<file path="src/rtl/adclp_pkg.sv">
// Shared constants for the converter serial port, both ends
package adclp_pkg;
   // Channels and word widths
   localparam int NUM_CH     = 4;
   localparam int ADC_W      = 12;
   localparam int FIELD_W    = 9;
   localparam int FRAME_BITS = 16;
   localparam int BITCNT_W   = 5;
   // Command frame fields
   localparam int ADDR_HI    = 15;
   localparam int KIND_LO    = 14;
   localparam int CHAN_HI    = 13;
   localparam int ADDR_LO    = 11;
   localparam int WR_BIT     = 10;
   // Register address kinds, address bits 4:3; channel in bits 2:0
   localparam logic [1:0] KIND_LOWER    = 2'h1;
   localparam logic [1:0] KIND_UPPER    = 2'h2;
   localparam logic [1:0] KIND_DEADBAND = 2'h3;
   localparam logic [4:0] RESULT_ADDR   = 5'h00;
   // Reset values of the threshold fields
   localparam logic [FIELD_W-1:0] LOWER_RST    = 9'h000;
   localparam logic [FIELD_W-1:0] UPPER_RST    = 9'h1FF;
   localparam logic [FIELD_W-1:0] DEADBAND_RST = 9'h1FF;
   // Result word layout
   localparam int RES_CH_LO = 13;
   localparam int RES_ALERT = 12;
   // Synchroniser bit positions
   localparam int PIN_CS   = 0;
   localparam int PIN_SCLK = 1;
   localparam int PIN_SDI  = 2;
   localparam int PIN_CONV = 3;
   // Timing
   localparam int CLK_NS          = 50;
   localparam int CONV_NS         = 600;
   localparam int CONV_CYC        = (CONV_NS + CLK_NS - 1) / CLK_NS;
   localparam int QUIET_NS        = 1000;
   localparam int QUIET_CYC       = (QUIET_NS + CLK_NS - 1) / CLK_NS;
   localparam int CONVERSION_START_N_LOW_CYC  = 4;
   localparam int CONV_MARGIN_CYC = 4;
   localparam int SCLK_HALF_CYC   = 10;
   localparam int SCLK_TOGGLES    = 2 * FRAME_BITS;
   localparam int CNT_W           = 8;
   // Host register map
   localparam logic [11:0] HOST_CTRL_ADDR = 12'h000;
   localparam logic [11:0] HOST_CMD_ADDR  = 12'h004;
   localparam logic [11:0] HOST_STAT_ADDR = 12'h008;
   localparam logic [11:0] HOST_RX_ADDR   = 12'h00C;
   localparam int CTRL_CONV  = 0;
   localparam int CTRL_FRAME = 1;
   localparam int CTRL_CPOL  = 2;
   localparam int STAT_BUSY  = 0;
endpackage

</file>
<file path="src/rtl/adclp_if.sv">
// Serial link between converter and controller
`timescale 1ns/1ps
`default_nettype none
interface adclp_if;
   logic cs_n;
   logic sclk;
   logic sdi;
   logic conversion_start_n_n;
   logic sdo_o;
   logic sdo_oe;
   logic sdo;

   // Released line is pulled high
   assign sdo = sdo_oe ? sdo_o : 1'b1;

   modport dev  (input cs_n, sclk, sdi, conversion_start_n_n, output sdo_o, sdo_oe);
   modport host (output cs_n, sclk, sdi, conversion_start_n_n, input sdo);
endinterface
`default_nettype wire

</file>
<file path="src/rtl/adclp_dev.sv">
// Converter end: serial port, threshold registers and alert logic
//
// What this block does
// - Lower threshold is nine bits then 000
// - Upper threshold is nine bits then 111
// - Deadband is 000 then nine bits
// - Deadband decides when an alert clears
// - Threshold register bits 15 to 9 read as zero
// - Reset lower zero, upper and deadband 0x1FF
// - Output driven only while chip select low
// - Works with clock idle low or high
// - Clock edges ignored while deselected
// - Start falling edge samples, converts 600 ns
// - Host raises start before conversion ends
// - MSB at select fall, shift on falling
// - Last bit launched 15th falling edge after first rising
// - Host samples on the rising clock edge
// - Host waits 1 us before next start
// - Write frame: address, bit10 one, data
// - Read frame answered in next frame
// - New conversion overrides pending read
// - Alert when result outside thresholds
// - Non-sticky alert clears past deadband
//
// The implementer's own choices: the register offsets and register access over APB.
`timescale 1ns/1ps
`default_nettype none
module adclp_dev
   import adclp_pkg::*;
(
   // Clock and reset
   input  wire logic                pclk,
   input  wire logic                presetn,
   // Serial link
   adclp_if.dev                     link,
   // Converter side
   input  wire logic [ADC_W-1:0]    sample_in,
   input  wire logic [2:0]          conv_channel,
   input  wire logic                alert_sticky,
   // Status
   output logic                     conv_busy,
   output logic [2*NUM_CH-1:0]      alert_flags,
   output logic                     alert_any
);

   logic [3:0]               sync1_r;
   logic [3:0]               sync2_r;
   logic [3:0]               last_r;
   logic                     selected;
   logic                     cs_fall;
   logic                     cs_rise;
   logic                     sclk_rise;
   logic                     sclk_fall;
   logic                     conv_fall;
   logic [CNT_W-1:0]         conv_cnt_r;
   logic                     conv_done;
   logic [ADC_W-1:0]         held_r;
   logic [2:0]               held_ch_r;
   logic [FRAME_BITS-1:0]    result_r;
   logic                     conv_new_r;
   logic [FIELD_W-1:0]       lower_r [NUM_CH];
   logic [FIELD_W-1:0]       upper_r [NUM_CH];
   logic [FIELD_W-1:0]       deadband_r [NUM_CH];
   logic [2*NUM_CH-1:0]      alert_nxt;
   logic [FRAME_BITS-1:0]    rx_r;
   logic [FRAME_BITS-1:0]    tx_r;
   logic [BITCNT_W-1:0]      bit_cnt_r;
   logic                     seen_rise_r;
   logic                     rd_pend_r;
   logic [4:0]               rd_addr_r;
   logic                     frame_ok;
   logic [1:0]               rx_kind;
   logic [2:0]               rx_chan;

   // Pin synchronisers and edge detection
   always_ff @(posedge pclk or negedge presetn) begin
      if (!presetn) begin
         sync1_r <= 4'h9;
         sync2_r <= 4'h9;
         last_r  <= 4'h9;
      end else begin
         sync1_r <= {link.conversion_start_n_n, link.sdi, link.sclk, link.cs_n};
         sync2_r <= sync1_r;
         last_r  <= sync2_r;
      end
   end

   assign selected  = ~sync2_r[PIN_CS] & ~last_r[PIN_CS];
   assign cs_fall   = last_r[PIN_CS] & ~sync2_r[PIN_CS];
   assign cs_rise   = ~last_r[PIN_CS] & sync2_r[PIN_CS];
   assign sclk_rise = selected & ~last_r[PIN_SCLK] & sync2_r[PIN_SCLK];
   assign sclk_fall = selected & last_r[PIN_SCLK] & ~sync2_r[PIN_SCLK];
   assign conv_fall = last_r[PIN_CONV] & ~sync2_r[PIN_CONV];
   assign conv_done = conv_busy & (conv_cnt_r == 8'h01);

   // Conversion timer and sample hold
   always_ff @(posedge pclk or negedge presetn) begin
      if (!presetn) begin
         conv_busy  <= 1'b0;
         conv_cnt_r <= 8'h00;
         held_r     <= 12'h000;
         held_ch_r  <= 3'h0;
      end else if (conv_fall && !conv_busy) begin
         conv_busy  <= 1'b1;
         conv_cnt_r <= CNT_W'(CONV_CYC);
         held_r     <= sample_in;
         held_ch_r  <= conv_channel;
      end else if (conv_busy) begin
         conv_cnt_r <= conv_cnt_r - 8'h01;
         if (conv_done) begin
            conv_busy <= 1'b0;
         end
      end
   end

   // Limit comparison with deadband release
   always_comb begin
      logic [ADC_W:0] lo_th;
      logic [ADC_W:0] hi_th;
      logic [ADC_W:0] band;
      logic [ADC_W:0] smp;
      lo_th = 13'h0000;
      hi_th = 13'h0000;
      band  = 13'h0000;
      smp   = {1'b0, held_r};
      alert_nxt = alert_flags;
      for (int c = 0; c < NUM_CH; c++) begin
         lo_th = {1'b0, lower_r[c], 3'b000};
         hi_th = {1'b0, upper_r[c], 3'b111};
         band  = {4'h0, deadband_r[c]};
         if (conv_done && held_ch_r == 3'(c)) begin
            if (smp > hi_th) begin
               alert_nxt[2*c] = 1'b1;
            end else if (!alert_sticky && (smp + band < hi_th)) begin
               alert_nxt[2*c] = 1'b0;
            end
            if (smp < lo_th) begin
               alert_nxt[2*c+1] = 1'b1;
            end else if (!alert_sticky && (smp > lo_th + band)) begin
               alert_nxt[2*c+1] = 1'b0;
            end
         end
      end
   end

   // Alert flags and result word
   always_ff @(posedge pclk or negedge presetn) begin
      if (!presetn) begin
         alert_flags <= 8'h00;
         alert_any   <= 1'b0;
         result_r    <= 16'h0000;
      end else begin
         alert_flags <= alert_nxt;
         alert_any   <= |alert_nxt;
         if (conv_done) begin
            result_r <= {held_ch_r, |alert_nxt, held_r};
         end
      end
   end

   // New result flag; a completing conversion wins over the frame clear
   always_ff @(posedge pclk or negedge presetn) begin
      if (!presetn) begin
         conv_new_r <= 1'b0;
      end else if (conv_done) begin
         conv_new_r <= 1'b1;
      end else if (cs_fall) begin
         conv_new_r <= 1'b0;
      end
   end

   assign frame_ok = cs_rise && (bit_cnt_r == 5'h10);
   assign rx_kind  = rx_r[ADDR_HI:KIND_LO];
   assign rx_chan  = rx_r[CHAN_HI:ADDR_LO];

   // Threshold register file
   always_ff @(posedge pclk or negedge presetn) begin
      if (!presetn) begin
         for (int c = 0; c < NUM_CH; c++) begin
            lower_r[c]    <= LOWER_RST;
            upper_r[c]    <= UPPER_RST;
            deadband_r[c] <= DEADBAND_RST;
         end
      end else if (frame_ok && rx_r[WR_BIT]) begin
         for (int c = 0; c < NUM_CH; c++) begin
            if (rx_chan == 3'(c)) begin
               case (rx_kind)
                  KIND_LOWER:    lower_r[c]    <= rx_r[FIELD_W-1:0];
                  KIND_UPPER:    upper_r[c]    <= rx_r[FIELD_W-1:0];
                  KIND_DEADBAND: deadband_r[c] <= rx_r[FIELD_W-1:0];
                  default: ;
               endcase
            end
         end
      end
   end

   // Register read word
   function automatic logic [FRAME_BITS-1:0] read_word(input logic [4:0] a);
      logic [FIELD_W-1:0] f;
      f = 9'h000;
      read_word = 16'h0000;
      for (int c = 0; c < NUM_CH; c++) begin
         if (a[2:0] == 3'(c)) begin
            case (a[4:3])
               KIND_LOWER:    f = lower_r[c];
               KIND_UPPER:    f = upper_r[c];
               KIND_DEADBAND: f = deadband_r[c];
               default:       f = 9'h000;
            endcase
         end
      end
      if (a == RESULT_ADDR) begin
         read_word = result_r;
      end else begin
         read_word = {7'h00, f};
      end
   endfunction

   // Pending register read
   always_ff @(posedge pclk or negedge presetn) begin
      if (!presetn) begin
         rd_pend_r <= 1'b0;
         rd_addr_r <= 5'h00;
      end else if (frame_ok && !rx_r[WR_BIT]) begin
         rd_pend_r <= 1'b1;
         rd_addr_r <= rx_r[ADDR_HI:ADDR_LO];
      end else if (cs_fall) begin
         rd_pend_r <= 1'b0;
      end
   end

   // Frame shifter: capture on rising, launch on falling after a rising
   always_ff @(posedge pclk or negedge presetn) begin
      if (!presetn) begin
         rx_r        <= 16'h0000;
         tx_r        <= 16'h0000;
         bit_cnt_r   <= 5'h00;
         seen_rise_r <= 1'b0;
      end else if (cs_fall) begin
         bit_cnt_r   <= 5'h00;
         seen_rise_r <= 1'b0;
         if (conv_new_r || !rd_pend_r) begin
            tx_r <= result_r;
         end else begin
            tx_r <= read_word(rd_addr_r);
         end
      end else if (sclk_rise) begin
         rx_r        <= {rx_r[FRAME_BITS-2:0], sync2_r[PIN_SDI]};
         seen_rise_r <= 1'b1;
         if (bit_cnt_r != 5'h10) begin
            bit_cnt_r <= bit_cnt_r + 5'h01;
         end
      end else if (sclk_fall && seen_rise_r) begin
         tx_r <= {tx_r[FRAME_BITS-2:0], 1'b0};
      end
   end

   // Serial output drive
   always_ff @(posedge pclk or negedge presetn) begin
      if (!presetn) begin
         link.sdo_o  <= 1'b0;
         link.sdo_oe <= 1'b0;
      end else begin
         link.sdo_o  <= tx_r[FRAME_BITS-1];
         link.sdo_oe <= ~sync2_r[PIN_CS];
      end
   end

endmodule // adclp_dev
`default_nettype wire

</file>
<file path="src/flat_wrapper.sv">
// flat-port wrapper written by rule: the top's interface ports become plain ports
module adclp_dev_flat import adclp_pkg::*;
  (pclk, presetn, sample_in, conv_channel, alert_sticky, conv_busy, alert_flags, alert_any, link_cs_n, link_sclk, link_sdi, link_conversion_start_n_n, link_sdo_o, link_sdo_oe);
  adclp_if link_i ();
  input  wire logic pclk;
  input  wire logic presetn;
  input  wire logic [ADC_W-1:0] sample_in;
  input  wire logic [2:0] conv_channel;
  input  wire logic alert_sticky;
  output logic conv_busy;
  output logic [2*NUM_CH-1:0] alert_flags;
  output logic alert_any;
  input wire logic [$bits(link_i.cs_n)-1:0] link_cs_n;
  input wire logic [$bits(link_i.sclk)-1:0] link_sclk;
  input wire logic [$bits(link_i.sdi)-1:0] link_sdi;
  input wire logic [$bits(link_i.conversion_start_n_n)-1:0] link_conversion_start_n_n;
  output wire logic [$bits(link_i.sdo_o)-1:0] link_sdo_o;
  output wire logic [$bits(link_i.sdo_oe)-1:0] link_sdo_oe;
  assign link_i.cs_n = link_cs_n;
  assign link_i.sclk = link_sclk;
  assign link_i.sdi = link_sdi;
  assign link_i.conversion_start_n_n = link_conversion_start_n_n;
  assign link_sdo_o = link_i.sdo_o;
  assign link_sdo_oe = link_i.sdo_oe;
  adclp_dev u_core (.pclk(pclk), .presetn(presetn), .link(link_i), .sample_in(sample_in), .conv_channel(conv_channel), .alert_sticky(alert_sticky), .conv_busy(conv_busy), .alert_flags(alert_flags), .alert_any(alert_any));
endmodule
</file>
<file path="config.mk">
export PLATFORM = sky130hd
export DESIGN_NAME = adclp_dev_flat
export DESIGN_NICKNAME = d
export VERILOG_FILES = /design/src/rtl/adclp_pkg.sv /design/src/rtl/adclp_if.sv /design/src/rtl/adclp_dev.sv /design/src/flat_wrapper.sv
export SDC_FILE = /design/constraint.sdc
export NUM_CORES = 1
export LEC_CHECK = 0
export BUFFER_PORTS_ARGS = -buffer_cell sky130_fd_sc_hd__clkbuf_2
export CORE_MARGIN = 4
export CORE_UTILIZATION = 55
export CTS_CLUSTER_DIAMETER = 60
export DETAILED_ROUTE_END_ITERATION = 6
export GPL_ROUTABILITY_DRIVEN = 0
export HOLD_SLACK_MARGIN = 0.1
export PLACE_DENSITY = 0.71
export REMOVE_ABC_BUFFERS = 1
export SYNTH_ARGS = -nofsm -noshare
export SYNTH_HDL_FRONTEND = slang
export SYNTH_SLANG_ARGS = --single-unit
</file>
<file path="constraint.sdc">
create_clock -name pclk -period 12.6 [get_ports pclk]
set_input_delay 1.89 -clock pclk [delete_from_list [all_inputs] [get_ports pclk]]
set_output_delay 1.89 -clock pclk [all_outputs]
set_load 0.005 [all_outputs]
</file>
Word-level counts from Yosys, hierarchy flattened
Cells that the tools add are included.
{"block": "totals", "elab_cells": 185, "ff_bits": 216}
{"block": "classes", "n_bitwise": 15, "n_addsub": 10, "n_mux": 46, "reduce_logical": 48, "eq_ne": 19, "magnitude_cmp": 16}
{"operator": "$pmux 9 s3", "count": 4}
{"operator": "$add 12x9->13", "count": 8}
{"operator": "$mux 16", "count": 5}
{"operator": "$gt 12x13->1", "count": 4}
{"operator": "$lt 13x12->1", "count": 4}
{"operator": "$gt 12x12->1", "count": 4}
{"operator": "$lt 12x12->1", "count": 4}
{"operator": "$mux 9", "count": 4}
{"operator": "$reduce_and 3->1", "count": 12}
{"operator": "$mux 1", "count": 24}
{"operator": "$eq 3x2->1 const B", "count": 6}
{"operator": "$logic_and 1x1->1", "count": 17}
{"operator": "$mux 8", "count": 2}
{"operator": "$mux 5", "count": 3}
{"operator": "$reduce_bool 2->1", "count": 6}
{"operator": "$and 1x1->1", "count": 9}
{"operator": "$eq 3x1->1 const B", "count": 3}
{"operator": "$logic_not 3->1", "count": 3}
{"operator": "$eq 2x2->1 const B", "count": 4}
{"operator": "$eq 8x1->1 const B", "count": 1}
{"operator": "$mux 2", "count": 4}
{"operator": "$reduce_or 8->1", "count": 1}
{"operator": "$sub 8x1->8 const B", "count": 1}
{"operator": "$not 1->1", "count": 6}
{"operator": "other kinds (9)", "count": 15}

Longest topological paths before layout
Gate-level depths: netlist (run 1).
{"block": "logic_depth", "ltp_word": 9, "ltp_mapped": 19, "mapped_depth_nobuf": 19}

Least setup slack after synthesis (run 1)
OpenSTA, ideal clock, no wires.
{"block": "synth_path", "path_kind": "flip-flop to flip-flop", "from": "register u_core.deadband_r[28] (netlist name)", "to": "register u_core.result_r[12]", "setup_ns": 0.133, "t_required_ns": 12.467, "path_stages_with_launch": 20, "arrival_ns": 3.834, "n_path_buf": 0, "period_less_slack_ns": 3.967, "path_slack_ns": 8.633, "path_cell_list": "dfstp_2 > inv_1 > ha_1 > nand2b_1 > a21oi_1 > o21a_1 > o21a_1 > o211ai_1 > a21boi_0 > nor4_1 > a311o_1 > ha_1 > a21oi_1 > nor2b_1 > o21ai_0 > or4b_1 > o21ai_0 > o211ai_1 > nor4_2 > a21oi_1"}
{"block": "synth_between", "elab_chain_cells": 7, "word_cells_on_any_way": 12, "classes_between": "2 x add/sub; 2 x order compare; 5 x mux; 3 x reduce/logical"}
{"item": "start, declared", "line_no": "adclp_dev.sv:63", "rtl": "logic [FIELD_W-1:0] deadband_r [NUM_CH];"}
{"item": "start signal, assigned by index", "line_no": "adclp_dev.sv:190", "rtl": "KIND_DEADBAND: deadband_r[c] <= rx_r[FIELD_W-1:0];"}
{"item": "$add 12x9->13", "line_no": "adclp_dev.sv:134", "rtl": "end else if (!alert_sticky && (smp + band < hi_th)) begin"}
{"item": "$lt 13x12->1", "line_no": "adclp_dev.sv:134"}
{"item": "$logic_and 1x1->1", "line_no": "adclp_dev.sv:134"}
{"item": "$mux 1", "line_no": "adclp_dev.sv:134"}
{"item": "$mux 1", "line_no": "adclp_dev.sv:132", "rtl": "if (smp > hi_th) begin"}
{"item": "$mux 2", "line_no": "adclp_dev.sv:131", "rtl": "if (conv_done && held_ch_r == 3'(c)) begin"}
{"item": "net u_core.alert_nxt[0]", "line_no": "adclp_dev.sv:64", "rtl": "logic [2*NUM_CH-1:0] alert_nxt;"}
{"item": "$reduce_or 8->1", "line_no": "adclp_dev.sv:156", "rtl": "result_r <= {held_ch_r, |alert_nxt, held_r};"}
{"item": "end signal, assigned", "line_no": "adclp_dev.sv:156"}
{"item": "end, declared", "line_no": "adclp_dev.sv:59", "rtl": "logic [FRAME_BITS-1:0] result_r;"}
The timed path passes the listed nets, and every way through them passes these cells.
A chain may end at the register's enable or synchronous reset.

Worst setup path after layout (run 1)
{"block": "layout_path", "from": "register u_core.held_r[5]", "to": "register u_core.result_r[12]"}
{"block": "layout_between", "elab_chain_cells": 7, "word_cells_on_any_way": 49, "classes_between": "4 x add/sub; 16 x order compare; 20 x mux; 9 x reduce/logical"}
{"item": "start, declared", "line_no": "adclp_dev.sv:57", "rtl": "logic [ADC_W-1:0] held_r;"}
{"item": "start signal, assigned", "line_no": "adclp_dev.sv:106", "rtl": "held_r <= sample_in;"}
{"item": "$add 12x9->13", "line_no": "adclp_dev.sv:134"}
{"item": "$lt 13x12->1", "line_no": "adclp_dev.sv:134"}
{"item": "$logic_and 1x1->1", "line_no": "adclp_dev.sv:134"}
{"item": "$mux 1", "line_no": "adclp_dev.sv:134"}
{"item": "$mux 1", "line_no": "adclp_dev.sv:132"}
{"item": "$mux 2", "line_no": "adclp_dev.sv:131"}
{"item": "$reduce_or 8->1 (*)", "line_no": "adclp_dev.sv:156"}
Mark *: on every way between the ends. The rest lies on a longest branch, timed or not.

==> results.rst, run 1 <==
.. list-table::
   :header-rows: 1

   * - Metric
     - Value
   * - Hold wc startpoint
     - u_core.sync1_r[2]
   * - Number of synthesis warnings
     - 0
   * - Height of the chip
     - between 150 and 200 um
   * - Detail Route met3 WL
     - ~4000 um
   * - Initial core utilization
     - between 50% and 60%
   * - Total number of nets in the final design
     - approximately 1900
   * - Worst hold path depth
     - 0
   * - Post-detail-place hpwl
     - ~34000 um
   * - Number of register bits inferred by synthesis
     - about 220
   * - Max Used Layer
     - met4
   * - Hold buffer count at cts
     - 0
   * - Highest achievable clock rate
     - approximately 0.21 GHz
   * - Worst reg2reg startpoint
     - u_core.held_r[5]
   * - Worst Max-Slew Pin Slew
     - about 1.3 ns
   * - Count of filler cells inserted in the layout
     - between 2000 and 2500
   * - Clock slew seen by the registers of the worst setup and hold paths
     - approximately 0.06 ns
   * - Endpoint required time on the critical path
     - about 13 ns
   * - Ratio of final minimum period to clock period
     - a little under two fifths
   * - Cell with the most instances after synthesis
     - ha_1
   * - Post-detailed-route count of antenna-violating nets
     - 0
   * - Final count of negative-setup-slack endpoints
     - 0
   * - Number of max-capacitance violations reported
     - 0
   * - Worst vdd rail ir drop
     - 0.175 mV
   * - Pins Over Slew Limit
     - 0
   * - WL met1
     - between 15000 and 20000 um
   * - Synth area leaders
     - dfrtp_1 (22%), ha_1 (17%), dfstp_2 (13%)
   * - Kind of end point of the critical path
     - flop
   * - Core Region
     - approximately 28000 um2
   * - Share of the yosys chip area belonging to registers
     - a little over a third
   * - Hold slack
     - about 0.34 ns
   * - Final Hold Viols
     - 0
   * - Nature of the critical path startpoint
     - flop
   * - Dominant register cell in the synthesized netlist
     - dfrtp_1
   * - GR Overflow Total
     - 0
   * - Synth async-reset ratio
     - 100%
   * - Cells after synthesis
     - approximately 1600
   * - CTS Sinks
     - 215
   * - Worst Hold Path EP
     - u_core.sync2_r[2]
   * - Initial antenna violation count
     - 1
   * - PostCTS Resize Cnt
     - 0
   * - Hold WC Path Type
     - reg -> reg
   * - TritonCTS clock tree
     - built
   * - Power density cells
     - approximately 170 nW/um2
   * - Detailed router's first-iteration violation count
     - approximately 1200
   * - Sum Neg Setup Slack
     - 0 ns
   * - TritonCTS buffer count
     - 28
   * - Critical setup path kind
     - reg -> reg
   * - Worst-case register-to-register setup slack
     - roughly 8 ns
   * - Global-route total usage across every layer
     - a little under a third
   * - Drt total wl
     - 47100 um
   * - Period minus WS final
     - between 4 and 5 ns
   * - Clock Skew
     - between 0.01 and 0.015 ns
   * - Setup bufs post-CTS
     - 0
   * - EDFF count, synth
     - 0
   * - Top-level port count
     - 34
   * - # DRC
     - 0
   * - Port Buffer Count
     - 33
   * - Latest clock arrival within the worst-skew pair
     - between 0.5 and 0.6 ns
   * - Area share of the leading cell type in the synthesized netlist
     - 21.8%
   * - Endpoint of the most critical register-to-register path
     - u_core.result_r[12]
   * - Root buffer cell
     - clkbuf_16
   * - Cell accounting for the most synthesized area
     - dfrtp_1
   * - CTS H-tree lvls
     - 1
   * - Number of global-route vias before repair
     - 13200
   * - Headroom to the max-slew limit
     - 15.2%
   * - Vias per inst
     - ~6.4
   * - WP data arrival
     - ~5 ns
   * - Footprint of the flip-flops and latches
     - 5480 um2
   * - Die Footprint
     - 31400 um2
   * - Unrepaired setup endpoints after global routing
     - no
   * - Multi-input gate area
     - 9520 um2
   * - Number of distinct library cells after synthesis
     - 79
   * - Vias after detailed routing
     - about 13000
   * - Largest net degree at the start of global routing
     - 87
   * - Wire length of the first global-routing pass
     - between 70000 and 80000 um
   * - Avg Synthesized Cell Area
     - approximately 9.5 um2
   * - Sum of met2 wire segment lengths after detailed routing
     - between 20000 and 25000 um
   * - Number of rows created at floorplan
     - 61
   * - Static leakage
     - ~0.0074 uW
   * - Top cells by instance count after synthesis
     - ha_1 (216), nand2_1 (176), dfrtp_1 (137), o21ai_0 (137), inv_1 (121)
   * - Per-cell routed wire length
     - 22.8 um
   * - R2R depth
     - 18
   * - Maximum clock insertion buffer count
     - 3
   * - Synthesized cell area
     - 15700 um2
   * - Total power
     - between 2000 and 3000 uW
   * - Crit-path max FO
     - 10
   * - Run status
     - finished clean
   * - Share of layout cells above drive strength 1
     - 18.6%
   * - Initial DRT Pass Iterations
     - 5
   * - Layout Area Growth over Synthesis
     - 9.66%
   * - Die boundary width
     - about 180 um
[cell families (layout without fill, tap and decap cells)]
family | count (synthesis) | after routing | synth area share (%)
DFF | 215 | 215 | 34.8
AOI/OAI and AO/OA | 419 | 419 | 17.4
muxes | 118 | 118 | 8.42
buffers and inverters | 183 | 225 | 4.69
xor gates and xnor gates | 56 | 56 | 3.12
adders and majority gates | 224 | 224 | 18.2
and+or+nand+nor | 434 | 434 | 13.4
other | 0 | 1 | 0
[cell type report]
type	count	area share (%)
Timing Repair Buffer	52	1.84
Antenna cell	1	0.0145
Tap cell	378	2.74
Multi-Input combinational cell	1251	55.2
Clock buffer	35	4.63
Clock inverter	17	1.13
Inverter	121	2.63
Sequential cell	215	31.8
[registers in the layout, indices dropped and copies added (netlist names), 8 cells and up]
register            flops
u_core.conv_cnt_r       8
u_core.lower_r         36
u_core.alert_flags      8
u_core.upper_r         36
u_core.rx_r            16
u_core.deadband_r      36
u_core.held_r          12
u_core.result_r        16
u_core.tx_r            16
[how the worst max path moves through the flow]
stage	slack, ns	start	end
final	7.89	u_core.held_r[5]	u_core.result_r[12]
after global routing	7.66	u_core.held_r[1]	u_core.result_r[12]
after CTS	7.97	u_core.held_r[5]	u_core.result_r[12]
after detailed placement	8.01	u_core.held_r[5]	u_core.result_r[12]
after global placement	8.20	u_core.held_r[1]	u_core.result_r[12]
after floorplan	8.63	u_core.deadband_r[28]	u_core.result_r[12]
[report_power, final]
group | leakage, uW | internal, uW | switching, uW | total [uW]
clock | 0.000471 | 514 | 330 | 843
combinational | 0.00435 | 480 | 655 | 1130
sequential | 0.00254 | 774 | 168 | 942
total | 0.00736 | 1770 | 1150 | 2920
[worst max-delay path, stage by stage (launching register included)]
cell,delay (ns)
dfrtp_1,0.62
buf_4,0.32
ha_1,0.31
and3_1,0.19
a2111o_1,0.45
a21o_1,0.20
a21oi_1,0.28
nor2b_1,0.09
o21ai_0,0.19
xnor2_1,0.14
ha_1,0.26
o21ai_0,0.27
nor3_1,0.10
and3_1,0.18
o31ai_1,0.25
o211a_1,0.20
nand2_1,0.10
nor4_2,0.29
a21oi_1,0.12
[placed cells by master, fill, tap and decap left out, types with 5 or more instances in the layout]
master / synthesis / routed
clkbuf_8: 1 / 5
nor2b_1: 24 / 23
a221o_1: 10 / 10
clkinvlp_4: 0 / 6
a22oi_1: 10 / 10
mux2_2: 114 / 114
o21ai_0: 137 / 137
clkbuf_2: 0 / 32
o311ai_0: 9 / 9
a31oi_1: 12 / 12
and3_1: 13 / 13
nand3_1: 47 / 47
clkbuf_16: 0 / 29
o21bai_1: 7 / 7
dfstp_2: 78 / 78
o21a_1: 22 / 22
a211o_1: 6 / 6
a221oi_1: 20 / 20
a21o_1: 26 / 26
nand2_1: 176 / 176
nor2_1: 71 / 71
o211ai_1: 14 / 14
nand2b_1: 18 / 18
nor4_1: 9 / 9
nand4_1: 18 / 18
a21oi_1: 75 / 75
ha_1: 216 / 216
a211oi_1: 23 / 23
xnor2_1: 38 / 38
o2111ai_1: 5 / 5
buf_4: 0 / 19
dfrtp_1: 137 / 136
inv_1: 121 / 121
fa_1: 8 / 8
xor2_1: 18 / 18
nor3_1: 20 / 20
a41oi_1: 7 / 7
[per-layer routing]
| layer | GRT usage (%) | up-vias |
|---|---|---|
| met5 | 0 | - |
| met4 | 13.0 | 0 |
| met3 | 6.58 | 149 |
| met2 | 47.7 | 562 |
| met1 | 40.0 | 6411 |
| li1 | - | 6041 |
[through the flow]
stage | area, um2 | utilization [%] | cells | setup WS (ns)
3_3_place_gp | 16200 | 58.0 | 2017 | 8.20
2_1_floorplan | 15400 | - | 1587 | 8.63
5_1_grt | 17200 | 61.5 | 2069 | 7.66
6_report | 17200 | 61.5 | 2070 | 7.89
3_5_place_dp | 16200 | 58.0 | 2017 | 8.01
4_1_cts | 17200 | 61.5 | 2069 | 7.97
(Power assumes the default switching activity.)
==> run 2: changes to the inputs <==
ABC_AREA = 1   (was unset)
PLACE_DENSITY = 0.74   (was 0.71)
clock period = 3.9 ns   (was 12.6 ns; I/O delays follow)
==> results.rst, run 2 <==
.. list-table::
   :header-rows: 1

   * - Metric
     - Value
   * - Run status
     - finished clean
   * - Sum of buffers and inverters on the critical path
     - 1 (unchanged)
   * - Height of the chip
     - 177 um (about the same)
   * - Root buffer cell
     - clkbuf_16
   * - Mux share of post-synthesis cell area
     - 0% (-8.4 points)
   * - Count of filler cells inserted in the layout
     - 2516 (+7.7%)
   * - Number of max-capacitance violations reported
     - 0 (unchanged)
   * - Pins Over Slew Limit
     - 0 (unchanged)
   * - Complex-gate fraction of the synthesized area
     - 15.6% (-1.8 points)
   * - Initial DRT Pass Iterations
     - 6 (+1)
   * - Fraction of met1 tracks used by global routing
     - 42.2% (+2.2 points)
   * - Area share of and/or/nand/nor cells after synthesis
     - 20.0% (+6.6 points)
   * - Die boundary width
     - 177 um (about the same)
   * - Cells after synthesis
     - 2024 (+23%)
   * - Synthesized cell area
     - 15700 um2 (about the same)
   * - Initial core utilization
     - 56.1% (about the same)
   * - Top cells by instance count after synthesis
     - nand2_1 (525), inv_1 (273), o21ai_0 (235)
   * - Number of register bits inferred by synthesis
     - 215 (unchanged)
   * - Unrepaired setup endpoints after global routing
     - no
   * - Share of layout cells above drive strength 1
     - 11.0% (-7.6 points)
   * - Highest achievable clock rate
     - 0.268 GHz (+27%)
   * - Latest clock arrival within the worst-skew pair
     - 0.55 ns (about the same)
   * - Post-detailed-route count of antenna-violating nets
     - 0 (unchanged)
   * - Xor/xnor share of the synthesized area
     - 3.45% (+0.33 points)
   * - Critical setup path kind
     - reg -> reg
   * - Worst vdd rail ir drop
     - 0.348 mV (+99%)
   * - Post-layout instance area
     - 17400 um2 (+0.86%)
   * - Cell class contributing the biggest share of worst-path delay
     - simple AND/OR/NAND/NOR gates
   * - CTS H-tree lvls
     - 1 (unchanged)
   * - Cell with the most instances after synthesis
     - nand2_1
   * - Number of rows created at floorplan
     - 61 (unchanged)
   * - Wire length of the first global-routing pass
     - 76400 um (+3.5%)
   * - WP data arrival
     - 4.16 ns (-0.97 ns)
   * - Port Buffer Count
     - 33 (unchanged)
   * - Detailed router's first-iteration violation count
     - 1603 (+32%)
   * - Kind of end point of the critical path
     - flop
   * - Most common cell after layout, fill and taps aside
     - nand2_1
   * - TritonCTS clock tree
     - built
   * - Diode insertion count for antenna repair
     - 0 (-1)
   * - Synth area leaders
     - dfrtp_1 (22%), ha_1 (17%), dfstp_2 (13%)
   * - Placed inst area
     - 16400 um2 (+1.3%)
   * - Post-detail-place hpwl
     - 35600 um (+5.9%)
   * - Drt total wl
     - 48400 um (+2.8%)
   * - Die Footprint
     - 31400 um2 (about the same)
   * - Area share of the leading cell type in the synthesized netlist
     - 21.8% (about the same)
   * - Most Used Layer, Global Route
     - met2
   * - Cell accounting for the most synthesized area
     - dfrtp_1
   * - Vias per inst
     - 5.89 (-7.4%)
   * - Period minus WS final
     - 3.73 ns (-0.988 ns)
   * - Sum Neg Setup Slack
     - 0 ns (unchanged)
   * - Slowest Stage Delay on Critical Path
     - 0.51 ns (-0.11 ns)
   * - Worst Max-Slew Pin Slew
     - 0.877 ns (-0.389 ns)
   * - Setup bufs post-CTS
     - 0 (unchanged)
   * - Synth async-reset ratio
     - 100% (unchanged)
   * - Number of synthesis warnings
     - 0 (unchanged)
   * - TritonCTS buffer count
     - 27 (-3.6%)
   * - Clock slew seen by the registers of the worst setup and hold paths
     - 0.06 ns (about the same)
   * - Final count of negative-setup-slack endpoints
     - 0 (unchanged)
   * - Final Hold Viols
     - 0 (unchanged)
   * - Vias after detailed routing
     - 14500 (+10%)
   * - Power density cells
     - 545 nW/um2 (+220%)
   * - Static leakage
     - 0.00787 uW (+6.9%)
   * - Headroom to the max-slew limit
     - 41.5% (+26 points)
   * - GR Overflow Total
     - 0 (unchanged)
   * - Share of the yosys chip area belonging to registers
     - 34.8% (about the same)
   * - Number of global-route vias before repair
     - 14000 (+6.0%)
   * - Global-route total usage across every layer
     - 31.1% (+0.96 points)
   * - EDFF count, synth
     - 0 (unchanged)
   * - Hold buffer count at cts
     - 0 (unchanged)
   * - Core Region
     - 28000 um2 (unchanged)
   * - Cell mode on critical path
     - nand2_1
   * - Leading cell types in the layout, fill and taps excluded
     - nand2_1 (525), inv_1 (273), o21ai_0 (227)
   * - CTS Sinks
     - 215 (unchanged)
   * - Per-cell routed wire length
     - 19.6 um (-14%)
   * - Avg Synthesized Cell Area
     - 7.77 um2 (-19%)
   * - Clock Skew
     - 0.0157 ns (+0.00429 ns)
   * - # DRC
     - 0 (unchanged)
   * - Crit-path max FO
     - 5 (-5)
   * - Dominant register cell in the synthesized netlist
     - dfrtp_1
   * - PostCTS Resize Cnt
     - 0 (unchanged)
   * - Top-level port count
     - 34 (unchanged)
   * - Ratio of final minimum period to clock period
     - 95.5% (+58 points)
   * - Layout Area Growth over Synthesis
     - 10.6%
   * - Endpoint required time on the critical path
     - 4.33 ns (-8.69 ns)
   * - Number of distinct library cells after synthesis
     - 51 (-35%)
   * - Main combinational cell family by area after synthesis
     - simple AND/OR/NAND/NOR gates
   * - Initial antenna violation count
     - 1 (unchanged)
   * - Hold WC Path Type
     - in -> async
   * - Total number of nets in the final design
     - 2315 (+21%)
   * - Synthesized-area fraction occupied by adder cells
     - 18.2% (about the same)
   * - Placed instance count
     - 2418 (+20%)
   * - Maximum clock insertion buffer count
     - 3 (unchanged)
   * - Global-route track usage on met3
     - 5.83% (-0.75 points)
   * - Fraction of met2 tracks used by global routing
     - 49.1% (+1.4 points)
   * - Largest net degree at the start of global routing
     - 110 (+26%)
   * - Regs by FF count
     - u_core.deadband_r (36), u_core.lower_r (36), u_core.upper_r (36)
   * - Cell breakdown of the critical path
     - ha_1 -> inv_1 -> fa_1 -> nor2_1 -> nor2_1 -> o21bai_1 -> nand2_1 -> nand3_1 -> xor2_1 -> ha_1 -> a21oi_1 -> o21a_1 -> nand2_1 -> nand2_1 -> nand2_1 -> nand2_1 -> nand2_1 -> nand2_1 -> nand2_1 -> nor2_2 -> nand3_2 -> or2_1
   * - Slowest-stage cell, CP
     - dfrtp_1
   * - Non-filler instance count after layout
     - 2467 (+19%)
   * - Nature of the critical path startpoint
     - flop
==> run 2: cell types whose count changed after synthesis, sizes merged, moves of 33 or more <==
cell   change
a21oi     +34
xor2      +33
nor2      +36
inv      +158
o21ai     +96
mux2     -114
nand2    +356
==> run 2: final timing paths <==
kind	start	endpoint	slack, ns	cells past startpoint
worst max-delay path	u_core.held_r[0]	u_core.alert_any	0.17	22
worst min-delay path	presetn	u_core.held_r[11]	0.05	1
worst max register to register	u_core.held_r[0]	u_core.alert_any	0.17	22
worst min register to register	u_core.sync1_r[2]	u_core.sync2_r[2]	0.35	0
max in group asynchronous	presetn	u_core.upper_r[15]	2.79	2
min in group pclk	link_cs_n	u_core.sync1_r[0]	0.13	1
==> run 2: power by group <==
part	internal [uW]	total [uW]	switching [uW]
combinational	1500	3930	2430
sequential	2510	2990	478
clock	1530	2560	1030
total	5540	9480	3940
==> run 2: area by class of cell <==
| class | count | area (um2) | share of cell area (%) |
|---|---|---|---|
| Tap cell | 378 | 473 | 2.72 |
| Inverter | 281 | 1060 | 6.07 |
| Multi-Input combinational cell | 1478 | 9040 | 52.0 |
| Clock inverter | 14 | 178 | 1.02 |
| Clock buffer | 35 | 726 | 4.17 |
| Sequential cell | 215 | 5480 | 31.5 |
| Timing Repair Buffer | 66 | 435 | 2.50 |
==> run 2: logic make-up (layout without fill, tap and decap cells) <==
group | Yosys count | count (layout)
flip-flops | 215 | 215
AND/OR/NAND/NOR | 751 | 751
buffers and inverters | 331 | 396
AO/OA/AOI/OAI | 441 | 441
adder cells (fa/ha/maj) | 224 | 224
XOR/XNOR | 62 | 62
==> run 2: metal layers <==
metal	part of all wire, %	up-vias	wire length, um
met5	0	-	0
met4	4.9	0	2370
met3	9.4	158	4560
met2	44	635	21300
met1	42	6927	20200
li1	-	6808	-
==> run 2: through the flow <==
step                      hold slack (ns)  power, uW  util (%)  setup WS [ns]
final                              0.0540       9480      62.1          0.174
after global routing                0.116      10200      62.1        0.00829
after CTS                           0.111       9410      62.0          0.165
after detailed placement            0.340       6830      58.7          0.164
after global placement              0.334       6640      58.7          0.217
after floorplan                     0.289       5410         -          0.535
